## src/logic/dns_cfg.svh

```systemverilog
// Notes on behaviour
// - Fresh row and column every transfer
// - Row, direction, RAS; then column, CAS
// - Nonburst transfer starts with start strobe
// - Wait bank precharge before new transfer
// - Other bank waits only for its own earlier precharge
// - Reads and writes share strobe timing
// - Nonburst three clocks, 2.5 clock precharge
// - Read first phase: row, high, size
// - Write first phase: row, low, size
// - RAS low phase; column; CAS next
// - Ack one clock early; data next edge
// - Completing edge drops ack, RAS, CAS
// - Next core transfer no earlier than fifth
// - Oversized operand becomes segmented burst
// - Start strobe once per transfer
// - Secondary segment waits for precharge
// - Burst three clocks, then four each
// - Between segments new row, RAS reopened
// - Sixteen-bit port: upper half, two lanes
// - Burst write end releases data bus
`ifndef DNS_CFG_SVH
`define DNS_CFG_SVH

`define DNS_TIM_PRE_LSB    0
`define DNS_TIM_CAS_LSB    4
`define DNS_TIM_FIELD_W    4

`define DNS_SIZE_LONG      2'h0
`define DNS_SIZE_BYTE      2'h1
`define DNS_SIZE_WORD      2'h2
`define DNS_SIZE_LINE      2'h3

`define DNS_PORT_32        2'h0
`define DNS_PORT_8         2'h1
`define DNS_PORT_16        2'h2

`define DNS_RP_BASE_CYC    5'h01
`define DNS_ROW_LSB        9
`define DNS_COL_W          9
`define DNS_PIN_W          19

`endif

```

## src/logic/dns_pkg.sv

```systemverilog
package dns_pkg;

    typedef enum logic [2:0] {
        DNS_IDLE = 3'b000,
        DNS_ROW  = 3'b001,
        DNS_COL  = 3'b011,
        DNS_ACK  = 3'b010,
        DNS_PRE  = 3'b110
    } dns_state_e;

    typedef struct packed {
        logic [1:0]  bank;
        logic [27:0] addr;
        logic        rw;
        logic [1:0]  size;
        logic [1:0]  port;
        logic [31:0] wdata;
    } dns_req_s;

endpackage

```

## src/logic/dns_sequencer.sv

```systemverilog
`timescale 1ns/1ps
`include "dns_cfg.svh"

module dns_fifo
    import dns_pkg::*;
#(
    parameter int WIDTH = 8,
    parameter int DEPTH = 4
) (
    input  wire logic             clk,
    input  wire logic             resetn,
    input  wire logic             ce,
    input  wire logic             in_valid,
    output logic                  in_ready,
    input  wire logic [WIDTH-1:0] in_data,
    output logic                  out_valid,
    input  wire logic             out_ready,
    output logic      [WIDTH-1:0] out_data
);
    localparam int AW = (DEPTH > 1) ? $clog2(DEPTH) : 1;

    typedef struct packed {
        logic [AW-1:0] wp;
        logic [AW-1:0] rp;
        logic [AW:0]   cnt;
        logic          full;
        logic          empty;
    } dns_fifo_s;

    dns_fifo_s             q;
    dns_fifo_s             next_q;
    logic [WIDTH-1:0]      mem [DEPTH];
    logic                  push;
    logic                  pop;

    initial begin
        if (DEPTH < 2 || (DEPTH & (DEPTH - 1)) != 0 || WIDTH < 1)
            $error("dns_fifo: DEPTH must be a power of two >= 2");
    end

    assign push      = in_valid && !q.full;
    assign pop       = out_ready && !q.empty;
    assign in_ready  = !q.full;
    assign out_valid = !q.empty;
    assign out_data  = mem[q.rp];

    always_comb begin
        next_q = q;
        if (push)
            next_q.wp = q.wp + 1'b1;
        if (pop)
            next_q.rp = q.rp + 1'b1;
        if (push && !pop)
            next_q.cnt = q.cnt + 1'b1;
        else if (pop && !push)
            next_q.cnt = q.cnt - 1'b1;
        next_q.full  = (next_q.cnt == (AW+1)'(DEPTH));
        next_q.empty = (next_q.cnt == '0);
    end

    always_ff @(posedge clk or negedge resetn) begin
        if (!resetn) begin
            q <= '{wp: '0, rp: '0, cnt: '0, full: 1'b0, empty: 1'b1};
        end else if (ce) begin
            q <= next_q;
        end
    end

    // Storage has no reset; empty flag guards it
    always_ff @(posedge clk) begin
        if (ce && push)
            mem[q.wp] <= in_data;
    end
endmodule

module dns_sequencer
    import dns_pkg::*;
#(
    parameter int NUM_BANKS  = 2,
    parameter int FIFO_DEPTH = 4
) (
    input  wire logic        clk,
    input  wire logic        resetn,
    input  wire logic        ce,
    input  wire logic [7:0]  dram_timing_register,
    input  wire logic        req_valid,
    output logic             req_ready,
    input  wire logic [1:0]  req_bank,
    input  wire logic [27:0] req_addr,
    input  wire logic        req_read,
    input  wire logic [1:0]  req_size,
    input  wire logic [1:0]  req_port,
    input  wire logic [31:0] req_wdata,
    output logic             transfer_start_strobe,
    output logic             dram_read_write_indicator,
    output logic [1:0]       transfer_size_code,
    output logic [18:0]      dram_addr,
    output logic             ras_n,
    output logic [3:0]       cas_n,
    output logic             internal_transfer_ack,
    input  wire logic [31:0] dq_in,
    output logic [31:0]      dq_out,
    output logic             dq_oe,
    output logic [31:0]      rd_data,
    output logic             rd_valid
);
    typedef struct packed {
        dns_state_e  state;
        logic        ts;
        logic        rw;
        logic [1:0]  size;
        logic [18:0] pins;
        logic        ras_req;
        logic        cas_req;
        logic [3:0]  lanes;
        logic        ack;
        logic        oe;
        logic [31:0] wdat;
        logic [31:0] rdat;
        logic        rvld;
        logic [27:0] seg_addr;
        logic [4:0]  segs_left;
        logic [1:0]  port;
        logic [1:0]  bank;
        logic [3:0]  wcnt;
        logic [3:0][4:0] pcnt;
    } dns_seq_s;

    dns_seq_s          q;
    dns_seq_s          next_q;
    logic              ras_low;
    logic              cas_low;
    dns_req_s          fin;
    dns_req_s          fout;
    logic              f_valid;
    logic              f_ready;
    logic [3:0]        tim_pre;
    logic [3:0]        tim_cas;
    logic              bank_free;

    initial begin
        if (NUM_BANKS < 1 || NUM_BANKS > 4)
            $error("dns_sequencer: NUM_BANKS must be 1 to 4");
    end

    function automatic logic [4:0] unit_bytes(input logic [1:0] p);
        case (p)
            `DNS_PORT_8:  unit_bytes = 5'h01;
            `DNS_PORT_16: unit_bytes = 5'h02;
            default:      unit_bytes = 5'h04;
        endcase
    endfunction

    function automatic logic [4:0] op_bytes(input logic [1:0] s);
        case (s)
            `DNS_SIZE_BYTE: op_bytes = 5'h01;
            `DNS_SIZE_WORD: op_bytes = 5'h02;
            `DNS_SIZE_LINE: op_bytes = 5'h10;
            default:        op_bytes = 5'h04;
        endcase
    endfunction

    // Lane 0 carries the most significant byte of the data bus
    function automatic logic [3:0] lane_mask(input logic [1:0] p,
                                             input logic [1:0] s,
                                             input logic [1:0] a);
        if (p == `DNS_PORT_8)
            lane_mask = 4'h1;
        else if (p == `DNS_PORT_16)
            lane_mask = 4'h3;
        else if (s == `DNS_SIZE_BYTE)
            lane_mask = 4'h1 << a;
        else if (s == `DNS_SIZE_WORD)
            lane_mask = a[1] ? 4'hc : 4'h3;
        else
            lane_mask = 4'hf;
    endfunction

    assign fin = '{bank: req_bank, addr: req_addr, rw: req_read,
                   size: req_size, port: req_port, wdata: req_wdata};
    assign tim_pre = dram_timing_register[`DNS_TIM_PRE_LSB +: 4];
    assign tim_cas = dram_timing_register[`DNS_TIM_CAS_LSB +: 4];
    // Only the bank being opened is checked; others stay precharged
    assign bank_free = (q.pcnt[fout.bank] == 5'h00);
    assign f_ready   = (q.state == DNS_IDLE) && bank_free;

    dns_fifo #(
        .WIDTH ($bits(dns_req_s)),
        .DEPTH (FIFO_DEPTH)
    ) u_fifo (
        .clk       (clk),
        .resetn    (resetn),
        .ce        (ce),
        .in_valid  (req_valid),
        .in_ready  (req_ready),
        .in_data   (fin),
        .out_valid (f_valid),
        .out_ready (f_ready),
        .out_data  (fout)
    );

    always_comb begin
        next_q      = q;
        next_q.rvld = 1'b0;
        for (int b = 0; b < 4; b++) begin
            if (q.pcnt[b] != 5'h00)
                next_q.pcnt[b] = q.pcnt[b] - 5'h01;
        end
        case (q.state)
            DNS_IDLE: begin
                if (f_valid && bank_free) begin
                    next_q.state     = DNS_ROW;
                    next_q.ts        = 1'b1;
                    next_q.rw        = fout.rw;
                    next_q.size      = fout.size;
                    next_q.pins      = fout.addr[27:`DNS_ROW_LSB];
                    next_q.ras_req   = 1'b1;
                    next_q.seg_addr  = fout.addr;
                    next_q.port      = fout.port;
                    next_q.bank      = fout.bank;
                    next_q.wdat      = fout.wdata;
                    next_q.lanes     = lane_mask(fout.port, fout.size,
                                                 fout.addr[1:0]);
                    if (op_bytes(fout.size) > unit_bytes(fout.port))
                        next_q.segs_left = 5'(op_bytes(fout.size)
                                           / unit_bytes(fout.port));
                    else
                        next_q.segs_left = 5'h01;
                end
            end
            DNS_ROW: begin
                next_q.state   = DNS_COL;
                next_q.ts      = 1'b0;
                next_q.pins    = {10'h000, q.seg_addr[`DNS_COL_W-1:0]};
                next_q.cas_req = 1'b1;
                next_q.oe      = !q.rw;
                next_q.wcnt    = tim_cas;
            end
            DNS_COL: begin
                if (q.wcnt == 4'h0) begin
                    next_q.state = DNS_ACK;
                    next_q.ack   = 1'b1;
                end else begin
                    next_q.wcnt = q.wcnt - 4'h1;
                end
            end
            DNS_ACK: begin
                next_q.ack     = 1'b0;
                next_q.ras_req = 1'b0;
                next_q.cas_req = 1'b0;
                next_q.pcnt[q.bank] = `DNS_RP_BASE_CYC + 5'(tim_pre);
                if (q.rw) begin
                    next_q.rdat = dq_in;
                    next_q.rvld = 1'b1;
                end
                if (q.segs_left > 5'h01) begin
                    next_q.state     = DNS_PRE;
                    next_q.segs_left = q.segs_left - 5'h01;
                    next_q.seg_addr  = q.seg_addr
                                       + 28'(unit_bytes(q.port));
                    // next row and next data go out at once
                    next_q.pins = next_q.seg_addr[27:`DNS_ROW_LSB];
                    next_q.wdat = q.wdat << (8 * unit_bytes(q.port));
                end else begin
                    next_q.state = DNS_IDLE;
                    next_q.oe    = 1'b0;
                end
            end
            DNS_PRE: begin
                // One cycle less than a fresh start: RAS opens at L5
                if (q.pcnt[q.bank] <= 5'h01) begin
                    next_q.state   = DNS_ROW;
                    next_q.ras_req = 1'b1;
                end
            end
            default: next_q.state = DNS_IDLE;
        endcase
    end

    always_ff @(posedge clk or negedge resetn) begin
        if (!resetn) begin
            q       <= '0;
            q.state <= DNS_IDLE;
            q.rw    <= 1'b1;
        end else if (ce) begin
            q <= next_q;
        end
    end

    // Strobes assert in the low phase but negate on the rising edge
    always_ff @(negedge clk or negedge resetn) begin
        if (!resetn) begin
            ras_low <= 1'b0;
            cas_low <= 1'b0;
        end else if (ce) begin
            ras_low <= q.ras_req;
            cas_low <= q.cas_req;
        end
    end

    assign transfer_start_strobe     = q.ts;
    assign dram_read_write_indicator = q.rw;
    assign transfer_size_code        = q.size;
    assign dram_addr                 = q.pins;
    assign ras_n                     = !(q.ras_req && ras_low);
    assign cas_n     = ~({4{q.cas_req && cas_low}} & q.lanes);
    assign internal_transfer_ack     = q.ack;
    assign dq_out                    = q.wdat;
    assign dq_oe                     = q.oe;
    assign rd_data                   = q.rdat;
    assign rd_valid                  = q.rvld;

    logic [2:0] since_end;
    always_ff @(posedge clk or negedge resetn) begin
        if (!resetn)
            since_end <= 3'h7;
        else if (ce && q.state == DNS_ACK)
            since_end <= 3'h0;
        else if (ce && since_end != 3'h7)
            since_end <= since_end + 3'h1;
    end

    wire ts        = q.ts;
    wire ras_req_s = q.ras_req;
endmodule

```

## config.mk

```make
export PLATFORM = sky130hd
export DESIGN_NAME = dns_sequencer
export DESIGN_NICKNAME = d
export VERILOG_FILES = /design/src/logic/dns_pkg.sv /design/src/logic/dns_sequencer.sv
export VERILOG_INCLUDE_DIRS = /design/src /design/src/logic
export SDC_FILE = /design/constraint.sdc
export NUM_CORES = 1
export LEC_CHECK = 0
export BUFFER_PORTS_ARGS = -buffer_cell sky130_fd_sc_hd__buf_2
export CAP_MARGIN = 10
export CORE_MARGIN = 1.5
export CORE_UTILIZATION = 40
export CTS_BUF_LIST = sky130_fd_sc_hd__clkbuf_16
export DETAILED_ROUTE_END_ITERATION = 7
export PLACE_DENSITY = 0.66
export SLEW_MARGIN = 20
export SYNTH_ARGS = -nofsm -noshare
export SYNTH_HDL_FRONTEND = slang
export SYNTH_SLANG_ARGS = --single-unit
```

## constraint.sdc

```tcl
create_clock -name clk -period 9.1 [get_ports clk]
set_clock_uncertainty 0.15 [all_clocks]
set_input_delay 1.82 -clock clk [delete_from_list [all_inputs] [get_ports clk]]
set_output_delay 1.82 -clock clk [all_outputs]
set_load 0.01 [all_outputs]
```

==> qor.csv <==
metric,value,unit
CTS Sinks,439,
Via density,5.404,
YS warnings,0,
Syn-to-layout area delta,13.03,%
Die Y,227.4,um
CTS Buffer Depth,3,
Place WS,1.211,ns
total CTS buffers,46,
status,finished clean,
Max stage delay on crit path,0.55,ns
"Worst Setup Slack, final",0.9942,ns
Synth Flop Type,edfxtp_1,
Initial Utilization,40.38,%
Peak supply drop,0.0001942,V
largest net degree at the start of global routing,69,
final period utilization,89.07,%
share of layout cells above drive strength 1,26.20,%
Cell Rows,82,
PwrDens,350.6,nW/um^2
average cell area after synthesis,13.50,um^2
initial antenna violation count,10,
Die W,227.4,um
synth cell count leaders,"edfxtp_1 (268), dfrtp_1 (167), nand2_1 (116), o21ai_0 (106), buf_4 (85)",
P_leak,9.024,nW
Final Hold Viols,0,
Post-CTS Setup Inserts,0,
DP HPWL,30.34,mm
crit end category,flip-flop,
"flops & latches, synth",439,
Unique masters post-synth,75,
Async SR Flop Fraction,38.95,%
gr usage total,17.90,%
most used cell along the critical path,ha_1,
drt pass-1 iters,7,
HP Class,flip-flop to flip-flop,
"Setup violations, final",0,
Fmax,0.1234,GHz
top-count cell post-synth,edfxtp_1,
hold_buf cts,0,
GPL Wtd Cong,0.8300,
vias in the first global route,12370,
Worst Path Arrival,8.41,ns
Post-synth EDFFs,268,
Core ar.,49860,um^2
H-tree lvl count,2,
Max Cap Viol,0,
slowest CP cell,mux4_2,
Total Routed Length,45.90,mm
total power,7.978,mW
CP Launch Type,flip-flop,
IO Pins,207,
Period minus WS final,8.106,ns
Setup TNS,0,ns
Root Buffer Master,clkbuf_16,
Critical Setup Path Class,flip-flop to flip-flop,
Worst EP required,9.40,ns
slew margin rel.,30.25,%
# resized after CTS,0,
Mapped Area,20130,um^2
largest cells by area after synthesis,"edfxtp_1 (40%), dfrtp_1 (21%), mux4_2 (7.6%), buf_4 (3.2%), o21ai_0 (2.6%)",
fin. max-slew vios,0,
Worst Tran Pin Value,1.042,ns
I/O Buffers,206,
DRT antenna net count,0,
clock slew at reported path FFs,0.06,ns
register area share after synthesis,61.24,%
share of the synthesized area in the top cell type,39.97,%
crit path max fanout,9,
first-pass GRT wire length,71.01,mm
clk_lat worst skew,0.58,ns
Vias,12530,
die area,51690,um^2
fin nets,1761,
TritonCTS clock tree,done,
DRC,0,
Gate Count Post-Synth,1491,
syn_nets,1645,
drt initial violations,1100,
wire per inst,19.79,um
cell taking the most area after synthesis,edfxtp_1,
minimum hold slack,0.3053,ns
worst reg2reg setup slack,0.99,ns
Overflow after GRT,0,
# fillers,4440,
unrepaired setup endpoints after global routing,no,
==> state kept, by name (all words and copies together), names as in the netlist <==
name and cells:
u_fifo.mem 268, q 69, dq_out 32, rd_data 32
dram_addr 19, u_fifo.q 9, transfer_size_code 2, cas_low 1
dq_oe 1, dram_read_write_indicator 1, internal_transfer_ack 1, ras_low 1
ras_req_s 1, rd_valid 1, transfer_start_strobe 1
==> kinds of logic (layout without fill, tap and decap cells) <==
| group | Yosys count | in the layout | synth area share [%] |
|---|---|---|---|
| adder cells (fa/ha/maj) | 43 | 43 | 2.710 |
| other | 0 | 2 | 0 |
| XOR/XNOR | 28 | 28 | 1.218 |
| flip-flops | 439 | 439 | 61.24 |
| multiplexers | 134 | 134 | 11.42 |
| AO/OA/AOI/OAI | 322 | 322 | 10.32 |
| buffers and inverters | 207 | 361 | 5.575 |
| AND/OR/NAND/NOR | 318 | 318 | 7.526 |
==> through the flow <==
stage	utilization [%]	area, um^2	cells
3_5_place_dp	42.60	21240	2230
4_1_cts	45.60	22740	2316
6_report	45.64	22760	2319
5_1_grt	45.63	22750	2317
2_1_floorplan	-	20130	1491
3_3_place_gp	42.60	21240	2230
==> worst max-delay path: cells and delay by family (launching register included) <==
family | cells | cell delay (ns)
compound gates | 12 | 2.40
fa+ha+maj | 6 | 1.93
simple gates | 6 | 1.46
mux | 3 | 1.23
flops | 1 | 0.53
buf+inv | 2 | 0.27
==> where the power goes <==
part / internal (mW) / switching, mW
Clock: 1.08 / 0.775
Combinational: 1.33 / 1.81
Sequential: 2.61 / 0.371
Total: 5.03 / 2.95
==> area by class of cell <==
type | count | area (um^2) | area share [%]
antenna | 2 | 5.005 | 0.02199
clock buffer | 49 | 1226 | 5.388
clock inverter | 37 | 270.3 | 1.188
inverter | 50 | 187.7 | 0.8247
multi-input combinational | 845 | 6709 | 29.48
sequential | 439 | 12330 | 54.20
tap | 672 | 840.8 | 3.695
timing repair buffer | 225 | 1184 | 5.201
==> per-layer routing <==
metal	track usage [%]	vias up	wire, um
met2	28.40	451	21200
met1	23.54	6209	19400
li1	-	5769	-
met3	5.769	85	4160
met5	0	-	115
met4	5.148	18	1017
==> final timing paths <==
check                                  from      end  cells past startpoint
worst max-delay path            u_fifo.q[5]    q[28]                     29
worst min-delay path                ras_low  ras_low                      1
worst max register to register  u_fifo.q[5]    q[28]                     29
worst min register to register      ras_low  ras_low                      1
max in group asynchronous            resetn  ras_low                      1
min in group asynchronous            resetn    q[18]                      1
==> placed cells by master, fill, tap and decap left out, types with 13 or more instances in the layout <==
cell,n
a21o_1,16
a21oi_1,60
a22o_1,13
a22oi_1,27
buf_2,205
buf_4,18
clkbuf_16,49
dfrtp_1,165
edfxtp_1,268
ha_1,42
inv_1,66
mux2_2,45
mux4_2,68
nand2_1,115
nand3_1,13
nor2_1,80
nor3_1,24
o21ai_0,105
o22ai_1,13
xnor2_1,14
xor2_1,14
No activity file was read; power rests on OpenSTA's default activity.
